`config.mk`:
```
export PLATFORM = sky130hd
export DESIGN_NAME = tps_thermal_supervisor
export DESIGN_NICKNAME = d
export VERILOG_FILES = /design/src/logic/tps_pkg.sv /design/src/logic/tps_thermal_supervisor.sv
export SDC_FILE = /design/constraint.sdc
export NUM_CORES = 1
export LEC_CHECK = 0
export BUFFER_PORTS_ARGS = -buffer_cell sky130_fd_sc_hd__buf_2
export CAP_MARGIN = 20
export CORE_ASPECT_RATIO = 0.8
export CORE_MARGIN = 2
export CORE_UTILIZATION = 42
export CTS_CLUSTER_SIZE = 28
export DETAILED_ROUTE_END_ITERATION = 12
export GPL_ROUTABILITY_DRIVEN = 0
export GPL_TIMING_DRIVEN = 0
export PLACE_DENSITY = 0.7
export SYNTH_ARGS = -nofsm -noshare
export SYNTH_HDL_FRONTEND = slang
export SYNTH_SLANG_ARGS = --single-unit
```
`constraint.sdc`:
```
create_clock -name clock -period 3.7 [get_ports clock]
set_clock_uncertainty 0.1 [all_clocks]
set_input_delay 0.37 -clock clock [delete_from_list [all_inputs] [get_ports clock]]
set_output_delay 0.37 -clock clock [all_outputs]
set_load 0.05 [all_outputs]
```
`src/logic/tps_pkg.sv`:
```
package tps_pkg;

    // Register map of the thermal supervisor, one 16-bit register per word address.
    localparam logic [7:0] CTRL_OFFSET   = 8'h00;
    localparam logic [7:0] STATUS_OFFSET = 8'h04;
    localparam logic [7:0] STATE_OFFSET  = 8'h08;

    // Control register fields.
    localparam int AUX_EN_LSB     = 0;
    localparam int AUX_EN_WIDTH   = 2;
    localparam int DELAY_EXT_BIT  = 2;
    localparam int THR_RAISE_BIT  = 3;

    // Status register fields; the flag bits are write-one-to-clear.
    localparam int STAGE1_BIT     = 0;
    localparam int AUX_OT_BIT     = 1;
    localparam int PREWARN_BIT    = 2;
    localparam int STAGE2_BIT     = 3;
    localparam int SAFE_BIT       = 4;
    localparam int CAN_FAIL_LSB   = 5;
    localparam int EVT_CNT_LSB    = 8;

    // Reset values.
    localparam logic [1:0] AUX_EN_RESET   = 2'h0;
    localparam logic       DELAY_EXT_RESET = 1'b0;
    localparam logic       THR_RAISE_RESET = 1'b0;

    // Encodings and counts.
    localparam logic [1:0] CAN_FAIL_OT     = 2'h1;
    localparam logic [1:0] CAN_FAIL_NONE   = 2'h0;
    localparam logic [3:0] EVT_CNT_LAST    = 4'hF;
    localparam logic [5:0] EXTEND_LAST     = 6'h3F;
    localparam logic [15:0] RESTART_CYCLES = 16'h0004;
    localparam int unsigned COOLDOWN_CYCLES_DEF = 32'h000F_4240;

    // Raw comparator outputs from the temperature sensors.
    typedef struct packed {
        logic auxOtLow;
        logic auxOtHigh;
        logic canOtLow;
        logic canOtHigh;
        logic mainPrewarn;
        logic mainTsdLow;
        logic mainTsdHigh;
    } tps_sense_t;

    localparam int SENSE_WIDTH = $bits(tps_sense_t);

    // Requests to the device mode controller.
    typedef struct packed {
        logic failSafe;
        logic restart;
        logic normal;
        logic sleepVeto;
    } tps_mode_req_t;

    typedef enum logic [3:0] {
        ST_RUN     = 4'h1,
        ST_HOT     = 4'h2,
        ST_COOL    = 4'h4,
        ST_RESTART = 4'h8
    } tps_state_t;

endpackage

```
`src/logic/tps_thermal_supervisor.sv`:
```
// Functional notes
// - Stage overtemp: switch that stage off, set flag.
// - Stage protection only while that stage is on.
// - Flags clear only by write, condition gone.
// - Aux overtemp: off, enable bits cleared, flag.
// - CAN overtemp: transmitter off, fail field 01.
// - Transmitter returns automatically after overtemp ends.
// - Prewarning sets sticky flag, write clears later.
// - Shutdown threshold: fail-safe mode, stage2 flag.
// - Cool-down wait, then restart, then normal.
// - Stage2 clear only in normal mode, cool.
// - Count every stage2 event, flag set or not.
// - Delay bit and 16 events: safe, 64x wait.
// - Extended wait holds until safe flag cleared.
// - Counter zeroed when stage2 flag or delay cleared.
// - Stage2 during sleep entry goes fail-safe instead.
// - Raise bit selects higher comparator thresholds.
//
// Local design decisions: the register offsets and the address-and-strobe port.
`timescale 1ns/100ps
module tps_thermal_supervisor #(
    parameter int unsigned COOLDOWN_CYCLES = tps_pkg::COOLDOWN_CYCLES_DEF
) (
    input  wire logic                  clock,
    input  wire logic                  nrst,
    input  wire logic [7:0]            regAddr,
    input  wire logic [15:0]           regWdata,
    input  wire logic                  regWr,
    input  wire logic                  regRd,
    output logic      [15:0]           regRdata,
    input  wire tps_pkg::tps_sense_t   sense,
    input  wire logic                  canEnabled,
    input  wire logic                  inNormalMode,
    input  wire logic                  sleepEntering,
    output logic                       auxSupplyOn,
    output logic                       txDisable,
    output tps_pkg::tps_mode_req_t     modeReq
);

    logic [tps_pkg::SENSE_WIDTH-1:0] syncA_reg;
    logic [tps_pkg::SENSE_WIDTH-1:0] syncB_reg;
    logic [tps_pkg::SENSE_WIDTH-1:0] syncC_reg;
    logic [tps_pkg::SENSE_WIDTH-1:0] filt_reg;
    tps_pkg::tps_sense_t             senseF;

    logic [1:0]          auxEn_reg;
    logic                delayExt_reg;
    logic                thrRaise_reg;
    logic                stage1_reg;
    logic                auxOt_reg;
    logic                prewarn_reg;
    logic                stage2_reg;
    logic                safe_reg;
    logic [1:0]          canFail_reg;
    logic [3:0]          evtCnt_reg;
    logic                mainHotD_reg;
    logic                txDisable_reg;
    logic                normalPulse_reg;
    logic [15:0]         regRdata_reg;
    tps_pkg::tps_state_t state_reg;
    tps_pkg::tps_state_t state_next;
    logic [31:0]         coolCnt_reg;
    logic [5:0]          period_reg;
    logic [15:0]         restartCnt_reg;

    logic        auxHot;
    logic        canHot;
    logic        mainHot;
    logic        prewarnHot;
    logic        auxTrip;
    logic        canTrip;
    logic        tsdEvent;
    logic        wrCtrl;
    logic        wrStatus;
    logic        clrStage1;
    logic        clrAuxOt;
    logic        clrPrewarn;
    logic        clrStage2;
    logic        clrSafe;
    logic        clrCanFail;
    logic        periodDone;
    logic        coolDone;
    logic        restartDone;
    logic [15:0] statusWord;
    logic [15:0] ctrlWord;

    // Comparator outputs are asynchronous to the clock; a change is taken only once the
    // second and third stages agree, which also rejects a single-cycle glitch.
    genvar i;
    generate
        for (i = 0; i < tps_pkg::SENSE_WIDTH; i++)
        begin : g_sync
            always_ff @(posedge clock or negedge nrst)
            begin
                if (!nrst)
                begin
                    syncA_reg[i] <= 1'b0;
                    syncB_reg[i] <= 1'b0;
                    syncC_reg[i] <= 1'b0;
                    filt_reg[i]  <= 1'b0;
                end
                else
                begin
                    syncA_reg[i] <= sense[i];
                    syncB_reg[i] <= syncA_reg[i];
                    syncC_reg[i] <= syncB_reg[i];
                    if (syncB_reg[i] == syncC_reg[i])
                    begin
                        filt_reg[i] <= syncC_reg[i];
                    end
                end
            end
        end
    endgenerate

    assign senseF = filt_reg;

    assign auxHot     = thrRaise_reg ? senseF.auxOtHigh : senseF.auxOtLow;
    assign canHot     = thrRaise_reg ? senseF.canOtHigh : senseF.canOtLow;
    assign mainHot    = thrRaise_reg ? senseF.mainTsdHigh : senseF.mainTsdLow;
    assign prewarnHot = senseF.mainPrewarn;

    // A stage can only trip while it is switched on, whatever the device mode.
    assign auxTrip  = (|auxEn_reg) & auxHot;
    assign canTrip  = canEnabled & canHot;
    assign tsdEvent = mainHot & ~mainHotD_reg;

    assign wrCtrl   = regWr && (regAddr == tps_pkg::CTRL_OFFSET);
    assign wrStatus = regWr && (regAddr == tps_pkg::STATUS_OFFSET);

    // Write-one-to-clear, refused while the matching condition is still present; the safe flag clears on any write of one to its bit.
    assign clrStage1  = wrStatus & regWdata[tps_pkg::STAGE1_BIT] & ~auxHot & ~canHot;
    assign clrAuxOt   = wrStatus & regWdata[tps_pkg::AUX_OT_BIT] & ~auxHot;
    assign clrPrewarn = wrStatus & regWdata[tps_pkg::PREWARN_BIT] & ~prewarnHot;
    assign clrStage2  = wrStatus & regWdata[tps_pkg::STAGE2_BIT] & ~mainHot & inNormalMode;
    assign clrSafe    = wrStatus & regWdata[tps_pkg::SAFE_BIT];
    assign clrCanFail = wrStatus & (|regWdata[tps_pkg::CAN_FAIL_LSB +: 2]) & ~canHot;

    always_ff @(posedge clock or negedge nrst)
    begin
        if (!nrst)
        begin
            auxEn_reg    <= tps_pkg::AUX_EN_RESET;
            delayExt_reg <= tps_pkg::DELAY_EXT_RESET;
            thrRaise_reg <= tps_pkg::THR_RAISE_RESET;
        end
        else
        begin
            // The trip wins over a software write in the same cycle; turning the supply
            // back on needs a fresh write once the stage has cooled.
            if (auxTrip)
            begin
                auxEn_reg <= tps_pkg::AUX_EN_RESET;
            end
            else if (wrCtrl)
            begin
                auxEn_reg <= regWdata[tps_pkg::AUX_EN_LSB +: tps_pkg::AUX_EN_WIDTH];
            end
            if (wrCtrl)
            begin
                delayExt_reg <= regWdata[tps_pkg::DELAY_EXT_BIT];
                thrRaise_reg <= regWdata[tps_pkg::THR_RAISE_BIT];
            end
        end
    end

    // Hardware set wins over a software clear in every flag below.
    always_ff @(posedge clock or negedge nrst)
    begin
        if (!nrst)
        begin
            stage1_reg  <= 1'b0;
            auxOt_reg   <= 1'b0;
            canFail_reg <= tps_pkg::CAN_FAIL_NONE;
        end
        else
        begin
            if (auxTrip || canTrip)
            begin
                stage1_reg <= 1'b1;
            end
            else if (clrStage1)
            begin
                stage1_reg <= 1'b0;
            end
            if (auxTrip)
            begin
                auxOt_reg <= 1'b1;
            end
            else if (clrAuxOt)
            begin
                auxOt_reg <= 1'b0;
            end
            if (canTrip)
            begin
                canFail_reg <= tps_pkg::CAN_FAIL_OT;
            end
            else if (clrCanFail)
            begin
                canFail_reg <= tps_pkg::CAN_FAIL_NONE;
            end
        end
    end

    // The transmitter follows the live condition, so it comes back by itself while the
    // transceiver stays in its normal mode as a receiver.
    always_ff @(posedge clock or negedge nrst)
    begin
        if (!nrst)
        begin
            txDisable_reg <= 1'b0;
        end
        else
        begin
            txDisable_reg <= canTrip;
        end
    end

    always_ff @(posedge clock or negedge nrst)
    begin
        if (!nrst)
        begin
            prewarn_reg <= 1'b0;
        end
        else if (prewarnHot)
        begin
            prewarn_reg <= 1'b1;
        end
        else if (clrPrewarn)
        begin
            prewarn_reg <= 1'b0;
        end
    end

    always_ff @(posedge clock or negedge nrst)
    begin
        if (!nrst)
        begin
            mainHotD_reg <= 1'b0;
            stage2_reg   <= 1'b0;
            safe_reg     <= 1'b0;
        end
        else
        begin
            mainHotD_reg <= mainHot;
            if (tsdEvent)
            begin
                stage2_reg <= 1'b1;
            end
            else if (clrStage2)
            begin
                stage2_reg <= 1'b0;
            end
            if (tsdEvent && delayExt_reg && (evtCnt_reg == tps_pkg::EVT_CNT_LAST))
            begin
                safe_reg <= 1'b1;
            end
            else if (clrSafe)
            begin
                safe_reg <= 1'b0;
            end
        end
    end

    // The counter saturates at 15, reached on the fifteenth event; it only runs while the delay
    // extension is enabled, since clearing that bit holds it at zero.
    always_ff @(posedge clock or negedge nrst)
    begin
        if (!nrst)
        begin
            evtCnt_reg <= 4'h0;
        end
        else if (!delayExt_reg || clrStage2)
        begin
            evtCnt_reg <= 4'h0;
        end
        else if (tsdEvent && (evtCnt_reg != tps_pkg::EVT_CNT_LAST))
        begin
            evtCnt_reg <= evtCnt_reg + 4'h1;
        end
    end

    // An extended wait is 64 normal periods, so no wide multiplied count is needed.
    assign periodDone  = (coolCnt_reg == 32'(COOLDOWN_CYCLES - 1));
    assign coolDone    = periodDone && (!safe_reg || (period_reg == tps_pkg::EXTEND_LAST));
    assign restartDone = (restartCnt_reg == tps_pkg::RESTART_CYCLES - 16'h0001);

    always_comb
    begin
        state_next = state_reg;
        unique case (state_reg)
            tps_pkg::ST_RUN:
            begin
                if (mainHot)
                begin
                    state_next = tps_pkg::ST_HOT;
                end
            end
            tps_pkg::ST_HOT:
            begin
                if (!mainHot)
                begin
                    state_next = tps_pkg::ST_COOL;
                end
            end
            tps_pkg::ST_COOL:
            begin
                if (mainHot)
                begin
                    state_next = tps_pkg::ST_HOT;
                end
                else if (coolDone)
                begin
                    state_next = tps_pkg::ST_RESTART;
                end
            end
            tps_pkg::ST_RESTART:
            begin
                if (mainHot)
                begin
                    state_next = tps_pkg::ST_HOT;
                end
                else if (restartDone)
                begin
                    state_next = tps_pkg::ST_RUN;
                end
            end
            default:
            begin
                state_next = tps_pkg::ST_HOT;
            end
        endcase
    end

    always_ff @(posedge clock or negedge nrst)
    begin
        if (!nrst)
        begin
            state_reg <= tps_pkg::ST_RUN;
        end
        else
        begin
            state_reg <= state_next;
        end
    end

    always_ff @(posedge clock or negedge nrst)
    begin
        if (!nrst)
        begin
            coolCnt_reg <= 32'h0000_0000;
            period_reg  <= 6'h00;
        end
        else if (state_reg != tps_pkg::ST_COOL)
        begin
            coolCnt_reg <= 32'h0000_0000;
            period_reg  <= 6'h00;
        end
        else if (periodDone)
        begin
            coolCnt_reg <= 32'h0000_0000;
            period_reg  <= period_reg + 6'h01;
        end
        else
        begin
            coolCnt_reg <= coolCnt_reg + 32'h0000_0001;
        end
    end

    always_ff @(posedge clock or negedge nrst)
    begin
        if (!nrst)
        begin
            restartCnt_reg  <= 16'h0000;
            normalPulse_reg <= 1'b0;
        end
        else
        begin
            if (state_reg == tps_pkg::ST_RESTART)
            begin
                restartCnt_reg <= restartCnt_reg + 16'h0001;
            end
            else
            begin
                restartCnt_reg <= 16'h0000;
            end
            normalPulse_reg <= (state_reg == tps_pkg::ST_RESTART) && (state_next == tps_pkg::ST_RUN);
        end
    end

    assign ctrlWord = {12'h000, thrRaise_reg, delayExt_reg, auxEn_reg};
    assign statusWord = {4'h0, evtCnt_reg, 1'b0, canFail_reg, safe_reg,
                         stage2_reg, prewarn_reg, auxOt_reg, stage1_reg};

    // Unmapped addresses read as zero; read data stands only in the cycle after the strobe.
    always_ff @(posedge clock or negedge nrst)
    begin
        if (!nrst)
        begin
            regRdata_reg <= 16'h0000;
        end
        else if (regRd)
        begin
            unique case (regAddr)
                tps_pkg::CTRL_OFFSET:   regRdata_reg <= ctrlWord;
                tps_pkg::STATUS_OFFSET: regRdata_reg <= statusWord;
                tps_pkg::STATE_OFFSET:  regRdata_reg <= {12'h000, state_reg};
                default:                regRdata_reg <= 16'h0000;
            endcase
        end
        else
        begin
            regRdata_reg <= 16'h0000;
        end
    end

    assign regRdata            = regRdata_reg;
    assign auxSupplyOn         = |auxEn_reg;
    assign txDisable           = txDisable_reg;
    assign modeReq.failSafe    = (state_reg == tps_pkg::ST_HOT) || (state_reg == tps_pkg::ST_COOL);
    assign modeReq.restart     = (state_reg == tps_pkg::ST_RESTART);
    assign modeReq.normal      = normalPulse_reg;
    // Sleep entry is vetoed while the shutdown condition stands; fail-safe wins instead.
    assign modeReq.sleepVeto   = sleepEntering & mainHot;

endmodule

```
==> results of run 1 <==
cell usage after synthesis (3+ instances only):
cell	n	share of area, %
and4_1	9	1.6
nand2_1	26	1.9
nand4b_1	3	0.52
o21ai_0	21	2.1
buf_2	4	0.40
inv_1	14	1.0
dfrtp_1	112	55
nor3_1	9	0.89
nor4_1	11	1.4
ha_1	4	0.99
or4_1	10	1.5
maj3_1	7	1.4
a21oi_1	30	3.0
or4b_2	4	0.79
o31ai_1	6	0.89
nor2b_1	3	0.37
clkbuf_1	12	0.89
mux2i_1	11	2.2
nor4b_1	3	0.52
and3_1	13	1.6
or3_1	12	1.5
xnor2_1	12	2.1
o41ai_1	4	0.69
nand3_1	26	2.6
nand4_1	22	2.7
buf_4	7	1.0
xor2_1	16	2.8
nor2_1	51	3.8
layer usage:
| layer | share of wire [%] | GRT usage (%) | vias to the layer above |
|---|---|---|---|
| met4 | 1.4 | 7.016 | 0 |
| met1 | 48 | 24.40 | 1924 |
| met5 | 0 | 0 | - |
| li1 | - | - | 1904 |
| met2 | 46 | 29.23 | 113 |
| met3 | 4.8 | 4.607 | 14 |
kinds of logic (layout without fill, tap and decap cells):
| kind of cell | count (synthesis) | after routing | synth area share, % |
|---|---|---|---|
| muxes | 13 | 13 | 2.623 |
| DFF | 113 | 113 | 55.95 |
| and+or+nand+nor | 209 | 209 | 22.69 |
| adders and majority gates | 11 | 11 | 2.376 |
| xor gates and xnor gates | 28 | 28 | 4.850 |
| AOI/OAI and AO/OA | 69 | 69 | 7.968 |
| buffers and inverters | 38 | 122 | 3.464 |
| other | 1 | 6 | 0.07417 |
cells in the final DEF (no fill, tap or decap), types with 10 or more instances in the layout:
cell | synthesis | routed
dfrtp_1 | 112 | 112
nor2_1 | 51 | 51
buf_2 | 4 | 46
a21oi_1 | 30 | 30
nand3_1 | 26 | 26
nand2_1 | 26 | 26
nand4_1 | 22 | 22
o21ai_0 | 21 | 21
clkbuf_16 | 0 | 17
xor2_1 | 16 | 16
inv_1 | 14 | 14
clkbuf_1 | 12 | 13
and3_1 | 13 | 13
xnor2_1 | 12 | 12
or3_1 | 12 | 12
mux2i_1 | 11 | 11
nor4_1 | 11 | 11
or4_1 | 10 | 10
where the power goes:
part           internal (mW)  leakage (nW)  switching, mW  total [mW]
sequential              1.27          1.47         0.0342        1.31
combinational         0.0858         0.874          0.195       0.281
clock                   1.01         0.267          0.584        1.59
timing repair:
action	in CTS	in global routing
buffers inserted	0	0
hold endpoints to repair	59	0
hold buffers	8	0
worst max-delay path by stage:
stage,from,endpoint,slack [ns],cells after the start
after floorplan,coolCnt_reg[20],period_reg[4],1.44,5
after global placement,nrst,evtCnt_reg[0],0.85,1
after detailed placement,coolCnt_reg[0],coolCnt_reg[3],1.08,7
after CTS,coolCnt_reg[0],coolCnt_reg[3],1.05,7
after global routing,coolCnt_reg[0],state_reg[2],0.86,5
final,coolCnt_reg[0],state_reg[2],0.99,5
cell type report:
cell class	count	share of cell area (%)
tap	148	3.003
clock buffer	19	7.183
timing repair buffer	52	5.276
sequential	113	45.88
clock inverter	13	2.232
buffer	24	1.989
multi-input combinational	336	33.58
inverter	14	0.8523
through the flow:
step / total power [mW] / hold slack, ns
2_1_floorplan: 1.498 / -0.02559
6_report: 3.179 / 0.08162
3_5_place_dp: 1.605 / 0.2347
3_3_place_gp: 1.594 / 0.2333
5_1_grt: 3.305 / 0.07686
4_1_cts: 3.204 / 0.06038
==> summary.md, run 1 <==
| Metric | Value |
|---|---|
| Status | completed |
| Area delta synth->final | 21.95% |
| CP Max Fanout | 8 |
| Starting Density | 43.40% |
| Number of global-route vias before repair | 3,877 |
| Max stage delay on crit path | 1.00 ns |
| Post-Place Worst Slack | 1.084 ns |
| Final worst slack | 0.9857 ns |
| Sequential share of the synthesized area | 55.95% |
| Final Cell Area | 6166 um^2 |
| # fillers | 1,013 |
| Initial DRC count | 267 |
| Layout cells sized above 1 | 16.81% |
| First-pass GRT wire length | 18,740 um |
| Worst Path Required | 3.90 ns |
| Number of synthesized flops with an enable pin | 0 |
| Clock Pin Slew Worst Setup and Hold Paths | 0.06 ns |
| Ant diodes | 0 |
| Largest net degree at the start of global routing | 62 |
| Chip Height | 102.1 um |
| RSZ-0062 raised after global routing | false |
| Setup TNS | 0 ns |
| Io pins | 60 |
| Worst Path Buf+Inv | 0 |
| Grt total ovfl | 0 |
| Pwr dens | 515.6 nW/um^2 |
| CP max-delay cell | nor4_1 |
| Reg2reg start | coolCnt_reg[0] |
| Max FFs per register | 32 |
| Area taken by multi-input logic gates | 2071 um^2 |
| CP Class | flip-flop to flip-flop |
| Drt drc | 0 |
| Final Critical Period | 2.714 ns |
| WL/cell | 15.35 um |
| Worst IR Drop VDD | 0.3211 mV |
| Type of the worst min-delay path | input port to flip-flop |
| WL final | 11,040 um |
| DIE AREA | 12,940 um^2 |
| Slew HR | 26.34% |
| Final Hold Fails | 0 |
| Reg area | 2829 um^2 |
| Ys async rst share | 100.0% |
| CP arrival | 2.91 ns |
| Drt via density | 5.501 |
| Synth warn | 0 |
| Synth unique cells | 45 |
| Post-route ant nets | 0 |
| Placement Cell Area | 5505 um^2 |
| CP delay by family, top | simple AND/OR/NAND/NOR gates |
| Reg2reg setup slack | 0.99 ns |
| CTS max path bufs | 2 |
| Post-CTS Resized | 0 |
| Fin nets | 600 |
| Fin cells | 719 |
| Antenna violations before repair | 0 |
| H-tree levels | 4 |
| Slew Viols, Final | 0 |
| Hold depth | 2 |
| Synth Flop Type | dfrtp_1 |
| Endpoint class of the critical path | flip-flop |
| Total GRT Usage | 18.27% |
| Startpoint class of the critical path | flip-flop |
| CP cell instances | ha_1, nand4_1, nor4_1, o2111ai_1, and3_1 |
| Endpoints failing setup | 0 |
| Final Core Density | 52.93% |
| Final cycle utilization of the critical path | 73.36% |
| Post-Synthesis Cells | 482 |
| First drt pass iteration count | 5 |
| Leak | 2.612 nW |
| Reg2reg end | state_reg[2] |
| Vias | 3,955 |
| Syn avg cell area | 10.49 um^2 |
| Max-cap violation count | 0 |
| # clock sinks | 113 |
| Placed insts | 679 |
| Total CTS buffers | 17 |
| Worst hold endpoint | auxOt_reg |
| Std cell rows | 35 |
| Hold_sp | regWdata[1] |
| Root Buffer | clkbuf_16 |
| Port Buffers | 43 |
| Worst slew pin tran | 1.095 ns |
| CTS tree | done |
| Synthesized cell area | 5056 um^2 |
| Worst Reg-to-Reg Cells | 5 |
| Die Width | 126.7 um |
| Fmax | 368.4 MHz |
| Worst-Skew Late Latency | 0.41 ns |
| Seq cells post-synth | 113 |
| Core ar. | 11,650 um^2 |
| DP HPWL | 7314 um |
Note: power is estimated with default switching activity, not from simulation.
==> run 2: changes to the inputs <==
--- a/config.mk
+++ b/config.mk
@@ -5,6 +5,7 @@
 export SDC_FILE = /design/constraint.sdc
 export NUM_CORES = 1
 export LEC_CHECK = 0
+export ABC_AREA = 1
 export BUFFER_PORTS_ARGS = -buffer_cell sky130_fd_sc_hd__buf_2
 export CAP_MARGIN = 20
 export CORE_ASPECT_RATIO = 0.8
@@ -14,7 +15,7 @@
 export DETAILED_ROUTE_END_ITERATION = 12
 export GPL_ROUTABILITY_DRIVEN = 0
 export GPL_TIMING_DRIVEN = 0
-export PLACE_DENSITY = 0.7
+export PLACE_DENSITY = 0.69
 export SYNTH_ARGS = -nofsm -noshare
 export SYNTH_HDL_FRONTEND = slang
 export SYNTH_SLANG_ARGS = --single-unit
==> constraint.sdc (replaced) <==
create_clock -name clock -period 2.6 [get_ports clock]
set_clock_uncertainty 0.1 [all_clocks]
set_input_delay 0.26 -clock clock [delete_from_list [all_inputs] [get_ports clock]]
set_output_delay 0.26 -clock clock [all_outputs]
set_load 0.05 [all_outputs]
==> run 2 against run 1 <==
Effect of this change: global-route usage rose by 0.12 points; register-to-register slack got worse by 0.19 ns; clock power rose by 45%; highest routed layer unchanged.
==> summary.md, run 2 <==
| Metric | Value |
|---|---|
| Status | completed |
| Reg2reg end | coolCnt_reg[14] |
| Clock Pin Slew Worst Setup and Hold Paths | 0.05 ns |
| Number of global-route vias before repair | 4,360 |
| CTS max path bufs | 2 |
| Ys async rst share | 100.0% |
| Endpoints failing setup | 0 |
| CP max-delay cell | dfstp_2 |
| Postcts setup bufs | 0 |
| Synth Flop Type | dfrtp_1 |
| Starting Density | 43.56% |
| Seq cells post-synth | 113 |
| First drt pass iteration count | 5 |
| Top cell type's share of synthesized area | 49.46% |
| Grt total ovfl | 0 |
| RSZ-0062 raised after global routing | false |
| Largest net degree at the start of global routing | 67 |
| Final Hold Fails | 0 |
| Post-route ant nets | 0 |
| CP cell instances | nor2_1, nand3_1, clkinv_1, buf_2 |
| Sequential share of the synthesized area | 49.92% |
| Flop pwr share | 40.6% |
| Port Buffers | 44 |
| Worst Path Buf+Inv | 2 |
| Initial DRC count | 370 |
| CP Max Fanout | 9 |
| Worst slew pin tran | 0.6235 ns |
| Most frequent cell after synthesis | nand2_1 |
| Max FFs per register | 32 |
| Synthesized cell area | 5667 um^2 |
| WL final | 11,990 um |
| Final Critical Period | 2.046 ns |
| Total GRT Usage | 18.39% |
| Worst Path Required | 2.24 ns |
| Worst-Skew Late Latency | 0.41 ns |
| Reg2reg setup slack | 0.80 ns |
| CP endpoint | modeReq[2] |
| Number of synthesized flops with an enable pin | 0 |
| Synth cell count leaders | nand2_1, nor2_1, dfrtp_1, inv_1, nand3_1 |
| First-pass GRT wire length | 20,790 um |
| CP Class | flip-flop to output pin |
| Antenna violations before repair | 0 |
| Ant diodes | 0 |
| Cts hold-fix bufs | 10 |
| Comb pwr share | 9.2% |
| Switching Fraction | 25.12% |
| CP arrival | 1.69 ns |
| H-tree levels | 4 |
| Slew Viols, Final | 0 |
| Fin nets | 838 |
| Number of cells on the critical path | 4 |
| Core ar. | 13,010 um^2 |
| Worst setup path start | state_reg[0] |
| Worst IR Drop VDD | 0.4776 mV |
| Type of the worst min-delay path | input port to flip-flop |
| CTS tree | done |
| Root Buffer | clkbuf_16 |
| CP delay by family, top | flip-flops |
| Chip Height | 107.9 um |
| Commonest non-fill, non-tap cell in the layout | nand2_1 |
| Vias | 4,638 |
| Final cycle utilization of the critical path | 78.69% |
| Most frequent cells in the layout | nand2_1, nor2_1, dfrtp_1 |
| Leak | 3.150 nW |
| Synth area leader | dfrtp_1 |
| Slew HR | 58.44% |
| Area contributors post-synth | dfrtp_1, nand2_1, nor2_1, inv_1, nand3_1 |
| Final Core Density | 52.64% |
| DP HPWL | 8538 um |
| WL/cell | 12.18 um |
| Std cell rows | 37 |
| Pwr dens | 673.5 nW/um^2 |
| Die Width | 133.9 um |
| Worst Reg-to-Reg Cells | 7 |
| Total CTS buffers | 17 |
| Drt via density | 4.713 |
| Fmax | 488.8 MHz |
| Syn avg cell area | 7.903 um^2 |
| Post-CTS Resized | 0 |
| Startpoint class of the critical path | flip-flop |
| Total power | 4.612 mW |
| Max stage delay on crit path | 0.55 ns |
| Post-Synthesis Cells | 717 |
| P_sw | 1.159 mW |
| Synth unique cells | 36 |
| Reg2reg start | coolCnt_reg[0] |
| Drt drc | 0 |
| Io pins | 60 |
| Endpoint class of the critical path | output pin |
| Clk pwr share | 50.2% |
| # clock sinks | 113 |
| Internal power | 3.453 mW |
| Synth warn | 0 |
| Layout cells sized above 1 | 16.19% |
| Area delta synth->final | 20.84% |
| Max-cap violation count | 0 |
| DIE AREA | 14,440 um^2 |
## run 2: routing by layer
layer	wire [um]	track usage, %	up-vias
met1	6060	26.75	2131
met5	0	0	-
li1	-	-	2367
met3	675	4.426	12
met4	143	6.459	0
met2	5110	26.70	128
## run 2: worst reg2reg max path: stages, from the launching register on
cell     delay, ns
dfrtp_1       0.43
ha_1          0.27
nand3_4       0.16
nor2_4        0.19
inv_1         0.08
nor2_2        0.22
xor2_1        0.19
nor2_1        0.06
## run 2: how the worst min path moves through the flow
stage                 startpoint                  to  cells after the start
floorplan                   nrst        auxEn_reg[0]                      0
global placement    syncA_reg[4]        syncB_reg[4]                      0
detailed placement          nrst  restartCnt_reg[10]                      1
CTS                  regWdata[0]        auxEn_reg[0]                      3
global route         regWdata[0]        auxEn_reg[0]                      3
finish               regWdata[1]        auxEn_reg[1]                      3
## run 2: power groups by stage
stage	sequential (mW)	combinational (mW)	clock, mW
global placement	1.90	0.405	0
floorplan	1.89	0.272	0
detailed placement	1.90	0.414	0
finish	1.87	0.425	2.31
CTS	1.87	0.432	2.36
global route	1.88	0.476	2.46
## run 2: kinds of logic after synthesis
kind of cell    Yosys count  share of synthesized area [%]
xor+xnor                 24                          3.710
flops                   113                          49.92
simple gates            414                          32.02
other cells               1                        0.06618
buf+inv                 115                          8.434
fa+ha+maj                11                          2.120
compound gates           39                          3.731
## run 2: cell type report
cell class	instances	area [um^2]
Inverter	101	380.4
Tap cell	175	219.0
Timing Repair Buffer	55	350.3
Clock buffer	18	429.2
Buffer	14	97.59
Sequential cell	113	2829
Fill cell	1155	6161
Multi-Input combinational cell	494	2379
Clock inverter	14	163.9
## run 2: through the flow
step	cells	setup TNS (ns)	hold WS (ns)	area [um^2]	setup slack, ns
floorplan	722	0	-0.1356	5685	0.9336
global placement	941	-17.04	0.2326	6125	-0.1622
detailed placement	942	0	0.2272	6155	0.8180
CTS	984	0	0.01742	6848	0.5352
global route	984	0	0.01305	6848	0.4251
finish	984	0	0.03191	6848	0.5540
